## src/pll_ctrl_map.svh

```systemverilog
// Constants for the PLL lock, divider and bypass control block.
// Assumes inclusion by bare name from design files on one system clock.
`ifndef PLL_CTRL_MAP_SVH
`define PLL_CTRL_MAP_SVH

// Register offsets (byte addresses, word aligned)
`define ADDR_CTRL 8'h00
`define ADDR_LOCKCFG 8'h04
`define ADDR_STATUS 8'h08
`define ADDR_IRQ_STAT 8'h0c
`define ADDR_IRQ_MASK 8'h10
`define ADDR_SKEW 8'h14

// Control register fields
`define CTRL_BYPASS_BIT 0
`define CTRL_LOCK_POL_BIT 1
`define CTRL_COARSE_BIT 2
`define CTRL_EXT_FB_BIT 3
`define CTRL_BYP_PIN_EN_BIT 4
`define CTRL_PLL_RST_BIT 5
`define CTRL_FB_SEL_LSB 8
`define CTRL_LOCK_PIN_LSB 12
`define CTRL_RESET 32'h0000_0000

// Lock count limits
`define LOCK_CNT_MIN 9'h010
`define LOCK_CNT_MAX 9'h100
`define LOCK_CNT_RESET 9'h010

// Interrupt bits
`define IRQ_LOCK_GAINED 0
`define IRQ_LOCK_LOST 1

// Skew fields
`define SKEW_PHASE_LSB 0
`define SKEW_TIME_LSB 4
`define SKEW_RESET 8'h00

`define NUM_USER_PINS 4
`define NUM_DIVIDERS 4

`endif

```

## src/pll_ctrl_pkg.sv

```systemverilog
// Types shared by the PLL control block and its helpers.
// Assumes the constants header supplies the numeric values.
package pll_ctrl_pkg;

	// Control bits seen by the divider bank and lock logic
	typedef struct packed {
		logic [1:0] lock_pin_sel;
		logic [1:0] fb_sel;
		logic pll_rst;
		logic byp_pin_en;
		logic ext_fb;
		logic coarse;
		logic lock_pol;
		logic bypass_sw;
	} ctrl_t;

	// Feedback skew settings after mode gating
	typedef struct packed {
		logic [3:0] time_skew;
		logic [3:0] phase_skew;
	} skew_t;

	typedef enum logic [2:0] {
		LK_IDLE = 3'b001,
		LK_COUNT = 3'b010,
		LK_LOCKED = 3'b100
	} lock_state_t;

endpackage : pll_ctrl_pkg

```

## src/lock_qualifier.sv

```systemverilog
// Lock qualifier: counts consecutive good compare cycles before declaring lock.
// Assumes raw_lock_in is already synchronous to clk_sys_in.
`timescale 1ns/10ps

module lock_qualifier (
	input wire logic clk_sys_in,
	input wire logic rst_n_in,
	input wire logic clear_in,
	input wire logic raw_lock_in,
	input wire logic [8:0] need_cnt_in,
	output logic locked_out
);

	pll_ctrl_pkg::lock_state_t state_r;
	logic [8:0] cnt_r;

	// ==========================================================
	// Qualification state machine
	always_ff @(posedge clk_sys_in) begin
		if (!rst_n_in || clear_in) begin
			state_r <= pll_ctrl_pkg::LK_IDLE;
			cnt_r <= 9'h000;
		end else begin
			case (state_r)
				pll_ctrl_pkg::LK_IDLE: begin
					cnt_r <= 9'h000;
					if (raw_lock_in) begin
						state_r <= pll_ctrl_pkg::LK_COUNT;
						cnt_r <= 9'h001;
					end
				end
				pll_ctrl_pkg::LK_COUNT: begin
					if (!raw_lock_in) begin
						state_r <= pll_ctrl_pkg::LK_IDLE;
						cnt_r <= 9'h000;
					end else if (cnt_r >= need_cnt_in) begin
						state_r <= pll_ctrl_pkg::LK_LOCKED;
					end else begin
						cnt_r <= cnt_r + 9'h001;
					end
				end
				pll_ctrl_pkg::LK_LOCKED: begin
					if (!raw_lock_in) begin
						state_r <= pll_ctrl_pkg::LK_IDLE;
						cnt_r <= 9'h000;
					end
				end
				default: begin
					state_r <= pll_ctrl_pkg::LK_IDLE;
					cnt_r <= 9'h000;
				end
			endcase
		end
	end

	// Loss drops lock combinationally so no qualifying delay applies
	assign locked_out = (state_r == pll_ctrl_pkg::LK_LOCKED) && raw_lock_in && !clear_in;

endmodule : lock_qualifier

```

## src/pll_ctrl_top.sv

```systemverilog
// Top of the PLL digital control: register port, lock detect, divider bank,
// bypass and feedback selection, interrupts.
// Assumes the VCO, reference and raw phase-detector lock arrive as inputs
// sampled on clk_sys_in; pins are synchronised here.
//
// Our own choices: the address-and-strobe port and the register offsets.
`timescale 1ns/10ps

`include "pll_ctrl_map.svh"

// Notes on behaviour
// - Lock indicator asserts while locked; its active level is configurable.
// - Frequency-lock qualification count is programmable from 16 to 256.
// - Lock indicator drops at once when lock is lost.
// - Lock indicator can be routed to any one user pin.
// - Normal skew mode: dividers are 2, 4, 8 and 16.
// - Coarse skew mode: dividers are 4, 8, 16 and 32.
// - Feedback may come from any divider; output equals ref times Vfb over Vk.
// - Bypass feeds the reference straight into the dividers instead of the VCO.
// - During bypass, lock detect and phase skew are unavailable.
// - Bypass is driven by the management register or by a user pin.
// - Feedback path is selectable as internal or external.
// - Internal feedback frees all outputs; only phase skew on feedback.
// - External feedback allows both phase and time skew on feedback.
module pll_ctrl_top (
	input wire logic clk_sys_in,
	input wire logic rst_n_in,
	input wire logic [7:0] addr_in,
	input wire logic [31:0] wdata_in,
	input wire logic wr_in,
	input wire logic rd_in,
	input wire logic vco_clk_in,
	input wire logic ref_clk_in,
	input wire logic raw_lock_in,
	input wire logic fb_return_in,
	input wire logic bypass_pin_in,
	output logic [31:0] rdata_out,
	output logic irq_out,
	output logic [3:0] user_pin_out,
	output logic [3:0] div_clk_out,
	output logic fb_clk_out,
	output logic fb_is_ext_out,
	output logic [7:0] fb_skew_out,
	output logic bypass_out
);

	// ==========================================================
	// Software-visible state
	pll_ctrl_pkg::ctrl_t ctrl_r;
	logic [8:0] lock_cnt_r;
	logic [7:0] skew_r;
	logic [1:0] irq_stat_r;
	logic [1:0] irq_mask_r;
	logic [31:0] rdata_r;

	// Pin synchronisers
	logic byp_pin_s1_r;
	logic byp_pin_s2_r;
	logic raw_lock_s1_r;
	logic raw_lock_s2_r;
	logic fb_ret_s1_r;
	logic fb_ret_s2_r;
	// Divider sources run on other clocks, so they are retimed as well
	logic vco_s1_r;
	logic vco_s2_r;
	logic ref_s1_r;
	logic ref_s2_r;

	// Internal
	logic bypass_now;
	logic bypass_prev_r;
	logic lock_clear;
	logic locked;
	logic locked_prev_r;
	logic lock_ind;
	logic div_src;
	logic [3:0] div_clk;
	logic fb_clk;
	pll_ctrl_pkg::skew_t fb_skew;

	logic [3:0] user_pin_r;
	logic [3:0] div_clk_r;
	logic fb_clk_r;
	logic fb_is_ext_r;
	logic [7:0] fb_skew_r;
	logic bypass_r;
	logic irq_r;

	// Clamp a requested count into the allowed lock window
	function automatic logic [8:0] clamp_cnt(input logic [31:0] v);
		if (v < {23'h000000, `LOCK_CNT_MIN})
			clamp_cnt = `LOCK_CNT_MIN;
		else if (v > {23'h000000, `LOCK_CNT_MAX})
			clamp_cnt = `LOCK_CNT_MAX;
		else
			clamp_cnt = v[8:0];
	endfunction : clamp_cnt

	// ==========================================================
	// Two-stage synchronisers for pin and analog-side inputs
	always_ff @(posedge clk_sys_in) begin
		if (!rst_n_in) begin
			byp_pin_s1_r <= 1'b0;
			byp_pin_s2_r <= 1'b0;
			raw_lock_s1_r <= 1'b0;
			raw_lock_s2_r <= 1'b0;
			fb_ret_s1_r <= 1'b0;
			fb_ret_s2_r <= 1'b0;
			vco_s1_r <= 1'b0;
			vco_s2_r <= 1'b0;
			ref_s1_r <= 1'b0;
			ref_s2_r <= 1'b0;
		end else begin
			byp_pin_s1_r <= bypass_pin_in;
			byp_pin_s2_r <= byp_pin_s1_r;
			raw_lock_s1_r <= raw_lock_in;
			raw_lock_s2_r <= raw_lock_s1_r;
			fb_ret_s1_r <= fb_return_in;
			fb_ret_s2_r <= fb_ret_s1_r;
			vco_s1_r <= vco_clk_in;
			vco_s2_r <= vco_s1_r;
			ref_s1_r <= ref_clk_in;
			ref_s2_r <= ref_s1_r;
		end
	end

	// ==========================================================
	// Register writes
	always_ff @(posedge clk_sys_in) begin
		if (!rst_n_in) begin
			ctrl_r <= pll_ctrl_pkg::ctrl_t'(`CTRL_RESET);
			lock_cnt_r <= `LOCK_CNT_RESET;
			skew_r <= `SKEW_RESET;
			irq_mask_r <= 2'h0;
		end else if (wr_in) begin
			case (addr_in)
				`ADDR_CTRL: begin
					ctrl_r.bypass_sw <= wdata_in[`CTRL_BYPASS_BIT];
					ctrl_r.lock_pol <= wdata_in[`CTRL_LOCK_POL_BIT];
					ctrl_r.coarse <= wdata_in[`CTRL_COARSE_BIT];
					ctrl_r.ext_fb <= wdata_in[`CTRL_EXT_FB_BIT];
					ctrl_r.byp_pin_en <= wdata_in[`CTRL_BYP_PIN_EN_BIT];
					ctrl_r.pll_rst <= wdata_in[`CTRL_PLL_RST_BIT];
					ctrl_r.fb_sel <= wdata_in[`CTRL_FB_SEL_LSB +: 2];
					ctrl_r.lock_pin_sel <= wdata_in[`CTRL_LOCK_PIN_LSB +: 2];
				end
				`ADDR_LOCKCFG: lock_cnt_r <= clamp_cnt(wdata_in);
				`ADDR_IRQ_MASK: irq_mask_r <= wdata_in[1:0];
				`ADDR_SKEW: skew_r <= wdata_in[7:0];
				default: begin
				end
			endcase
		end
	end

	// ==========================================================
	// Bypass source: pin when enabled, otherwise register
	assign bypass_now = ctrl_r.byp_pin_en ? byp_pin_s2_r : ctrl_r.bypass_sw;

	always_ff @(posedge clk_sys_in) begin
		if (!rst_n_in)
			bypass_prev_r <= 1'b0;
		else
			bypass_prev_r <= bypass_now;
	end

	// Counter is held clear for the whole of bypass and while PLL reset is set; lock loss is inside
	assign lock_clear = ctrl_r.pll_rst || (bypass_now && !bypass_prev_r) || bypass_now;

	lock_qualifier u_lockq (
		.clk_sys_in(clk_sys_in),
		.rst_n_in(rst_n_in),
		.clear_in(lock_clear),
		.raw_lock_in(raw_lock_s2_r),
		.need_cnt_in(lock_cnt_r),
		.locked_out(locked)
	);

	// Polarity applied last so the inactive level follows the setting too
	assign lock_ind = locked ^ ctrl_r.lock_pol;

	// ==========================================================
	// Divider bank; reference replaces VCO in bypass
	assign div_src = bypass_now ? ref_s2_r : vco_s2_r;

	div_bank u_divs (
		.clk_sys_in(clk_sys_in),
		.rst_n_in(rst_n_in),
		.src_in(div_src),
		.coarse_in(ctrl_r.coarse),
		.div_out(div_clk)
	);

	// Feedback from any divider, or from the external return
	assign fb_clk = ctrl_r.ext_fb ? fb_ret_s2_r : div_clk[ctrl_r.fb_sel];

	// Skew gating by feedback mode and bypass
	always_comb begin
		fb_skew.phase_skew = bypass_now ? 4'h0 : skew_r[`SKEW_PHASE_LSB +: 4];
		fb_skew.time_skew = ctrl_r.ext_fb ? skew_r[`SKEW_TIME_LSB +: 4] : 4'h0;
	end

	// ==========================================================
	// Registered outputs
	always_ff @(posedge clk_sys_in) begin
		if (!rst_n_in) begin
			user_pin_r <= 4'h0;
			div_clk_r <= 4'h0;
			fb_clk_r <= 1'b0;
			fb_is_ext_r <= 1'b0;
			fb_skew_r <= 8'h00;
			bypass_r <= 1'b0;
		end else begin
			// Unselected pins idle at the inactive lock level
			for (int i = 0; i < `NUM_USER_PINS; i++) begin
				user_pin_r[i] <= (ctrl_r.lock_pin_sel == i[1:0]) ? lock_ind : ctrl_r.lock_pol;
			end
			div_clk_r <= div_clk;
			fb_clk_r <= fb_clk;
			fb_is_ext_r <= ctrl_r.ext_fb;
			fb_skew_r <= fb_skew;
			bypass_r <= bypass_now;
		end
	end

	// ==========================================================
	// Interrupts: sticky, write-one-to-clear, set wins over clear
	always_ff @(posedge clk_sys_in) begin
		if (!rst_n_in)
			locked_prev_r <= 1'b0;
		else
			locked_prev_r <= locked;
	end

	always_ff @(posedge clk_sys_in) begin
		if (!rst_n_in) begin
			irq_stat_r <= 2'h0;
		end else begin
			for (int i = 0; i < 2; i++) begin
				if (wr_in && addr_in == `ADDR_IRQ_STAT && wdata_in[i])
					irq_stat_r[i] <= 1'b0;
			end
			if (locked && !locked_prev_r)
				irq_stat_r[`IRQ_LOCK_GAINED] <= 1'b1;
			if (!locked && locked_prev_r)
				irq_stat_r[`IRQ_LOCK_LOST] <= 1'b1;
		end
	end

	always_ff @(posedge clk_sys_in) begin
		if (!rst_n_in)
			irq_r <= 1'b0;
		else
			irq_r <= |(irq_stat_r & irq_mask_r);
	end

	// ==========================================================
	// Read port, data valid the cycle after the strobe only
	always_ff @(posedge clk_sys_in) begin
		if (!rst_n_in) begin
			rdata_r <= 32'h0000_0000;
		end else if (rd_in) begin
			case (addr_in)
				`ADDR_CTRL: rdata_r <= {16'h0000, 2'h0, ctrl_r.lock_pin_sel, 2'h0,
					ctrl_r.fb_sel, 2'h0, ctrl_r.pll_rst, ctrl_r.byp_pin_en,
					ctrl_r.ext_fb, ctrl_r.coarse, ctrl_r.lock_pol, ctrl_r.bypass_sw};
				`ADDR_LOCKCFG: rdata_r <= {23'h000000, lock_cnt_r};
				`ADDR_STATUS: rdata_r <= {29'h00000000, ctrl_r.ext_fb, bypass_now, locked};
				`ADDR_IRQ_STAT: rdata_r <= {30'h00000000, irq_stat_r};
				`ADDR_IRQ_MASK: rdata_r <= {30'h00000000, irq_mask_r};
				`ADDR_SKEW: rdata_r <= {24'h000000, skew_r};
				default: rdata_r <= 32'h0000_0000;
			endcase
		end else begin
			rdata_r <= 32'h0000_0000;
		end
	end

	assign rdata_out = rdata_r;
	assign irq_out = irq_r;
	assign user_pin_out = user_pin_r;
	assign div_clk_out = div_clk_r;
	assign fb_clk_out = fb_clk_r;
	assign fb_is_ext_out = fb_is_ext_r;
	assign fb_skew_out = fb_skew_r;
	assign bypass_out = bypass_r;

	// ==========================================================
	// Checks
	property p_lock_drop;
		@(posedge clk_sys_in) disable iff (!rst_n_in)
		!raw_lock_s2_r |-> !locked;
	endproperty
	a_lock_drop: assert property (p_lock_drop) else $error("lock held without raw lock");

	property p_lock_pol;
		@(posedge clk_sys_in) disable iff (!rst_n_in)
		(ctrl_r.lock_pin_sel == 2'h0) |=> user_pin_out[0] == ($past(locked) ^ $past(ctrl_r.lock_pol));
	endproperty
	a_lock_pol: assert property (p_lock_pol) else $error("lock pin level wrong");

	property p_byp_nolock;
		@(posedge clk_sys_in) disable iff (!rst_n_in)
		bypass_now |-> !locked;
	endproperty
	a_byp_nolock: assert property (p_byp_nolock) else $error("lock seen in bypass");

	property p_byp_phase;
		@(posedge clk_sys_in) disable iff (!rst_n_in)
		bypass_now |=> fb_skew_out[3:0] == 4'h0;
	endproperty
	a_byp_phase: assert property (p_byp_phase) else $error("phase skew in bypass");

	property p_int_time;
		@(posedge clk_sys_in) disable iff (!rst_n_in)
		!ctrl_r.ext_fb |=> fb_skew_out[7:4] == 4'h0 && !fb_is_ext_out;
	endproperty
	a_int_time: assert property (p_int_time) else $error("time skew on internal feedback");

	property p_ext_time;
		@(posedge clk_sys_in) disable iff (!rst_n_in)
		ctrl_r.ext_fb |=> fb_skew_out[7:4] == $past(skew_r[7:4]);
	endproperty
	a_ext_time: assert property (p_ext_time) else $error("time skew lost on external feedback");

	property p_min_cnt;
		@(posedge clk_sys_in) disable iff (!rst_n_in)
		$rose(locked) |-> $past(raw_lock_s2_r, 16);
	endproperty
	a_min_cnt: assert property (p_min_cnt) else $error("lock asserted too soon");

	property p_byp_src;
		@(posedge clk_sys_in) disable iff (!rst_n_in)
		bypass_now |-> div_src == $past(ref_s1_r);
	endproperty
	a_byp_src: assert property (p_byp_src) else $error("dividers not on reference");

	property p_fb_sel;
		@(posedge clk_sys_in) disable iff (!rst_n_in)
		!ctrl_r.ext_fb |=> {3'h0, fb_clk_out} == (($past(div_clk) >> $past(ctrl_r.fb_sel)) & 4'h1);
	endproperty
	a_fb_sel: assert property (p_fb_sel) else $error("feedback divider wrong");

	// Any clear leaves the qualifier idle, so no lock survives it
	property p_clear_nolock;
		@(posedge clk_sys_in) disable iff (!rst_n_in)
		lock_clear |=> !locked;
	endproperty
	a_clear_nolock: assert property (p_clear_nolock) else $error("lock kept after clear");

endmodule : pll_ctrl_top

```

## src/div_bank.sv

```systemverilog
// Four post-VCO dividers as a ripple of toggle stages, sampled on clk_sys_in.
// Assumes src_in toggles slower than half the system clock in simulation.
`timescale 1ns/10ps

module div_bank (
	input wire logic clk_sys_in,
	input wire logic rst_n_in,
	input wire logic src_in,
	input wire logic coarse_in,
	output logic [3:0] div_out
);

	logic src_d_r;
	logic [4:0] cnt_r;

	// Count source rising edges; bit k toggles at source over 2^(k+1)
	always_ff @(posedge clk_sys_in) begin
		if (!rst_n_in) begin
			src_d_r <= 1'b0;
			cnt_r <= 5'h00;
		end else begin
			src_d_r <= src_in;
			if (src_in && !src_d_r)
				cnt_r <= cnt_r + 5'h01;
		end
	end

	// Coarse mode shifts every tap one stage down
	assign div_out = coarse_in ? cnt_r[4:1] : cnt_r[3:0];

endmodule : div_bank

```

## config.mk

```make
export PLATFORM = sky130hd
export DESIGN_NAME = pll_ctrl_top
export DESIGN_NICKNAME = d
export VERILOG_FILES = /design/src/pll_ctrl_pkg.sv /design/src/lock_qualifier.sv /design/src/pll_ctrl_top.sv /design/src/div_bank.sv
export VERILOG_INCLUDE_DIRS = /design/src
export SDC_FILE = /design/constraint.sdc
export NUM_CORES = 1
export LEC_CHECK = 0
export BUFFER_PORTS_ARGS = -buffer_cell sky130_fd_sc_hd__buf_2
export CAP_MARGIN = 15
export CORE_MARGIN = 3
export CORE_UTILIZATION = 45
export CTS_BUF_LIST = sky130_fd_sc_hd__clkbuf_4 sky130_fd_sc_hd__clkbuf_8 sky130_fd_sc_hd__clkbuf_16
export DETAILED_ROUTE_END_ITERATION = 16
export PLACE_DENSITY = 0.79
export SETUP_SLACK_MARGIN = 0.02
export SLEW_MARGIN = 20
export SYNTH_ARGS = -nofsm -noshare
export SYNTH_HDL_FRONTEND = slang
export SYNTH_SLANG_ARGS = --single-unit
export TNS_END_PERCENT = 100
```

## constraint.sdc

```tcl
create_clock -name clk_sys_in -period 2.7 [get_ports clk_sys_in]
set_input_delay 0.135 -clock clk_sys_in [delete_from_list [all_inputs] [get_ports clk_sys_in]]
set_output_delay 0.135 -clock clk_sys_in [all_outputs]
set_load 0.05 [all_outputs]
```

After elaboration in Yosys (flattened, before gate mapping)
Cells that the tools add are included.
- flip-flop bits (word level): 112
- latch bits: 0
- RAM bits: 0
- bits in read-only memories: 0
- output and inout port bits: 52
- logic and storage cells: 120
- memories kept: 0
- $add $sub $neg: 2
- $mul: 0
- divide/modulo/power cells: 0
- magnitude comparators: 4
- equal/unequal tests: 15
- shift-type cells: 0
- mux-type cells: 27
- bitwise operators: 3
- reductions and logical operators: 32
- operators with widths (kind ; count):
    case mux 14 bit (6 select lines) ; 1
    2-to-1 mux 9 bit ; 5
    greater-than comparator 32 x 9 -> 1 bit (second input constant) ; 1
    less-than comparator 32 x 5 -> 1 bit (second input constant) ; 1
    case mux 9 bit (3 select lines) ; 1
    equality test 8 x 4 -> 1 bit (second input constant) ; 2
    equality test 8 x 5 -> 1 bit (second input constant) ; 2
    AND reduction 2 bit ; 7
    2-to-1 mux 1 bit ; 13
    2-to-1 mux 3 bit ; 4
    adder 9 x 1 -> 9 bit (second input constant) ; 1
    >= comparator 9 bit ; 1
    logical AND 1 bit ; 9
    case mux 3 bit (3 select lines) ; 1
    equality test 8 x 3 -> 1 bit (second input constant) ; 1
    zero test 8 bit ; 1
    zero test 1 bit ; 6
    adder 5 x 1 -> 5 bit (second input constant) ; 1
    equality test 2 bit (second input constant) ; 2
    2-to-1 mux 4 bit ; 1
    inequality test 2 bit (second input constant) ; 2
    nonzero test 2 bit ; 2
    OR reduction 2 bit ; 2
    equality test 3 x 1 -> 1 bit (second input constant) ; 1
    other kinds (13) ; 15

Logic depth before layout (Yosys ltp)
- word-level depth: 9
- depth in mapped cells: 9
- depth with buffers taken out: 8

By module
A second synthesis with hierarchy kept.
- cell total of the unflattened synthesis: 443
- area total of the unflattened synthesis: 4142.7 µm²
- modules (own cells, without submodules) (module ; instances ; cells each ; area each (µm²)):
    pll_ctrl_top ; 1 ; 312 ; 2985.4
    lock_qualifier ; 1 ; 103 ; 852.1
    div_bank ; 1 ; 28 ; 305.3

Least setup slack after synthesis
No wires, ideal clock.
- kind: register -> register
- from: register lock_cnt_r[2]
- to: register u_lockq.cnt_r[5]
- library setup time: 76 ps
- arrival: 2132 ps
- data required time: 2624 ps
- slack: 492 ps
- stages on the path, launching flop included: 10
- path buffers: 1
- period minus slack after synthesis: 2208 ps
- cells stage by stage: dfxtp_1 -> inv_1 -> ha_1 -> a21oi_1 -> o21ai_0 -> o2bb2ai_1 -> o311a_1 -> clkbuf_1 -> or4_1 -> a21boi_0
- word-level cells in the longest chain between the ends: 3
- ends and longest elaborated chain (what ; RTL line ; source):
    from (decl) ; pll_ctrl_top.sv:50 ; logic [8:0] lock_cnt_r;
    from (signal assigned) ; pll_ctrl_top.sv:132 ; lock_cnt_r <= `LOCK_CNT_RESET;
    from (signal assigned) ; pll_ctrl_top.sv:147 ; `ADDR_LOCKCFG: lock_cnt_r <= clamp_cnt(wdata_in);
    >= comparator 9 bit ; lock_qualifier.sv:36 ; end else if (cnt_r >= need_cnt_in) begin
    inequality test 3 bit (no line) ; -- ;
    AND reduction 2 bit (no line) ; -- ;
    to (signal assigned) ; lock_qualifier.sv:39 ; cnt_r <= cnt_r + 9'h001;
    to (decl) ; lock_qualifier.sv:15 ; logic [8:0] cnt_r;
No other way between the ends.
A chain may end at the register's enable or synchronous reset.

Worst setup path after layout
Ends and elaborated chain as after synthesis.

==> summary.md <==
| Metric | Value |
|---|---|
| Outcome | complete, no violations |
| Critical Path Sink Type | flip-flop |
| Post-DP HPWL | 6660 microns |
| Critical Path End | u_lockq.cnt_r[5]$_SDFFE_PP0P_ |
| Leakage | a little over 2 nW |
| Top FF cell, synth | dfxtp_1 |
| Slew @ Worst Pin | around 0.6 ns |
| Fin util | 54.5% |
| Worst-case clock buffer depth | 2 |
| Final Max Slew Viols | 0 |
| CTS buffer count | 9 |
| DRT Pass-1 Iters | 5 |
| Cell count after synthesis | between 400 and 500 |
| Multi-input gate area | 2080 sq um |
| Nets | between 600 and 700 |
| Placer Congestion | 0.831 |
| Crit path time final | 2.33 ns |
| Critical Path Start | lock_cnt_r[2]$_SDFFE_PN0P_ |
| Worst path cell trace | inv_1, ha_1, a21oi_1, o21ai_0, o2bb2ai_1, o311a_1, or4_1, a21boi_0 |
| Rows | 34 |
| Min-delay src | wdata_in[7] |
| Grt ovf | 0 |
| Hold Crit Depth | 3 |
| Peak supply drop | around 0.3 mV |
| Sequential fraction of the synthesis area | 44.5% |
| # Post-CTS Setup Buffers | 0 |
| CP Max Fanout | 10 |
| Vias in the first global route | 3201 |
| R2R Setup Slk | 0.37 ns |
| WL/cell | 13.9 microns |
| Post-route setup TNS | 0 ns |
| Diode count | 0 |
| CTS root buffer | clkbuf_8 |
| Ys Warns | 0 |
| Fill count | 791 |
| ANT nets after route | 0 |
| RSZ-0062 raised after global routing | no |
| # IOs | slightly above 100 |
| FFs w/ async S/R, synth | 0% |
| Crit path DAT | 2.61 ns |
| CTS resizes | 0 |
| Worst Path Class, Setup | flip-flop to flip-flop |
| CTS clk-pin slew, worst paths | 0.09 ns |
| Cell variety after synth | 50 |
| Clock sinks | 92 |
| Starting Density | a little under half |
| Number of port buffers | 80 |
| Die width | 102 microns |
| MaxCap Viol Count | 0 |
| CTS H-tree depth | 3 |
| Worst rel slew slack | 58.8% |
| Final setup violation count | 0 |
| Final Cell Area | 4820 sq um |
| Largest net degree at the start of global routing | 71 |
| CP Launch Type | flip-flop |
| P per Cell Area | 536 nW/um^2 |
| Die ar. | 10400 sq um |
| Register Area | 1840 sq um |
| Critical path's slowest cell | or4_1 |
| Hold WS | 0.0552 ns |
| Count of final hold-check violations | 0 |
| Post-synth EDFFs | 0 |
| Dpl cell area | approximately 4600 sq um |
| Required @ worst endpoint | between 2 and 3 ns |
| Via count | roughly 3500 |
| Worst skew pair latency | 0.36 ns |
| Layout area overhead | 16.5% |
| Reg2Reg Capture Point | u_lockq.cnt_r[5]$_SDFFE_PP0P_ |
| CTS tree | yes |
| Vias per cell | 5.31 |
| Layout cells sized above 1 | between 20% and 30% |
| DRC violations left | 0 |
| Mapped Area | 4140 sq um |
| Synth Register Bits | between 90 and 100 |
| Mean post-synth cell area | about 9.0 sq um |
| Fmax | between 400 and 500 MHz |
| GRT Util Overall | ~18% |
| Initial DRC Count | 165 |
| Reg2Reg Depth | 8 |
| Wire length of the first global-routing pass | 14700 microns |
| Core Footprint | 8850 sq um |
| Final period utilization | 86.2% |
| Clk_skew | 0.00910 ns |
| Die height | 102 microns |
| Antenna violations before repair | 0 |
| Reg2reg start | lock_cnt_r[2]$_SDFFE_PN0P_ |
| Worst min path class | primary input to flip-flop |
| Crit-path max cell delay | around 0.52 ns |
| Routed WL | 9120 microns |
repair_timing:
item | CTS | global route
hold buffers | 5 | 0
hold endpoints to repair | 5 | 0
setup endpoints to repair | 0 | 0
worst min path at each step:
stage                                  to  slack (ns)
6_report       lock_cnt_r[7]$_SDFFE_PN0P_        0.06
5_1_grt            ctrl_r[9]$_SDFFE_PN0P_        0.05
4_1_cts            ctrl_r[8]$_SDFFE_PN0P_        0.04
3_5_place_dp          vco_s1_r$_SDFF_PN0_        0.35
3_3_place_gp          vco_s1_r$_SDFF_PN0_        0.35
2_1_floorplan     byp_pin_s1_r$_SDFF_PN0_        0.26
worst max-delay path, delay by kind of cell (launching register included):
kind | cells | cell delay, ns
and+or+nand+nor | 1 | 0.52
AOI/OAI and AO/OA | 5 | 1.03
DFF | 1 | 0.36
adders and majority gates | 1 | 0.30
buffers and inverters | 1 | 0.06
where the power goes:
part | leakage [nW] | total (W) | internal, W | switching (W)
clock network | 0.110 | 0.00103 | 0.000526 | 0.000503
logic | 1.19 | 0.000185 | 0.0000552 | 0.000129
registers | 0.744 | 0.00137 | 0.00137 | 0.00000626
total | 2.05 | 0.00259 | 0.00195 | 0.000638
synth_stat cells, types with 12 or more instances:
master	instances	area share, %
dfxtp_1	92	44
nand2_1	43	3.9
nor2b_1	26	3.9
and2_1	25	3.8
nor2_1	25	2.3
nand3_1	24	2.9
buf_4	20	3.6
o21ai_0	20	2.4
a21boi_0	18	3.3
clkbuf_1	16	1.5
inv_1	14	1.3
a21oi_1	12	1.5
and3_1	12	1.8
mux2i_1	12	2.9
metal layers:
| layer | track usage, % | routed length (microns) | share of wire (%) |
|---|---|---|---|
| met2 | 28.4 | 4180 | 46 |
| met1 | 22.3 | 3940 | 43 |
| met4 | 9.59 | 346 | 3.8 |
| met3 | 3.62 | 652 | 7.1 |
| met5 | 0 | 0 | 0 |
layout by cell type (no fill, tap or decap), types with 14 or more instances in the layout:
cell type / count
a21boi_0: 18
and2_1: 25
buf_2: 80
conb_1: 20
dfxtp_1: 92
inv_1: 14
nand2_1: 43
nand3_1: 24
nor2_1: 25
nor2b_1: 26
o21ai_0: 20
kinds of logic after synthesis:
| group | Yosys count | share of synthesized area [%] |
|---|---|---|
| AO/OA/AOI/OAI | 78 | 12.6 |
| XOR/XNOR | 10 | 2.12 |
| adder cells (fa/ha/maj) | 11 | 3.32 |
| buffers and inverters | 55 | 7.07 |
| flip-flops | 92 | 44.5 |
| multiplexers | 14 | 3.45 |
| other | 1 | 0.0906 |
| AND/OR/NAND/NOR | 200 | 26.9 |
metrics by stage:
step / instances / power (W) / setup WS, ns
after floorplan: 480 / 0.00155 / 0.492
after global placement: 633 / 0.00158 / 0.461
after detailed placement: 633 / 0.00158 / 0.391
after CTS: 654 / 0.00261 / 0.365
after global routing: 654 / 0.00268 / 0.193
final: 654 / 0.00259 / 0.373
state kept, by name, summed over array words and instances (netlist names), 2 cells and up:
signal / flops
u_lockq.state_r: 3
fb_skew_out: 8
div_clk_out: 4
ctrl_r: 10
rdata_out: 12
irq_mask_r: 2
irq_stat_r: 2
u_lockq.cnt_r: 9
u_divs.cnt_r: 5
user_pin_out: 4
lock_cnt_r: 9
skew_r: 8
cell type report:
| class | instances | share of cell area (%) |
|---|---|---|
| clock inverters | 7 | 2.05 |
| multi-input cells | 333 | 43.0 |
| inverters | 14 | 1.09 |
| well taps | 108 | 2.80 |
| repair buffers | 91 | 10.3 |
| clock buffers | 9 | 2.57 |
| flip-flops and latches | 92 | 38.2 |
(Power assumes the default switching activity.)
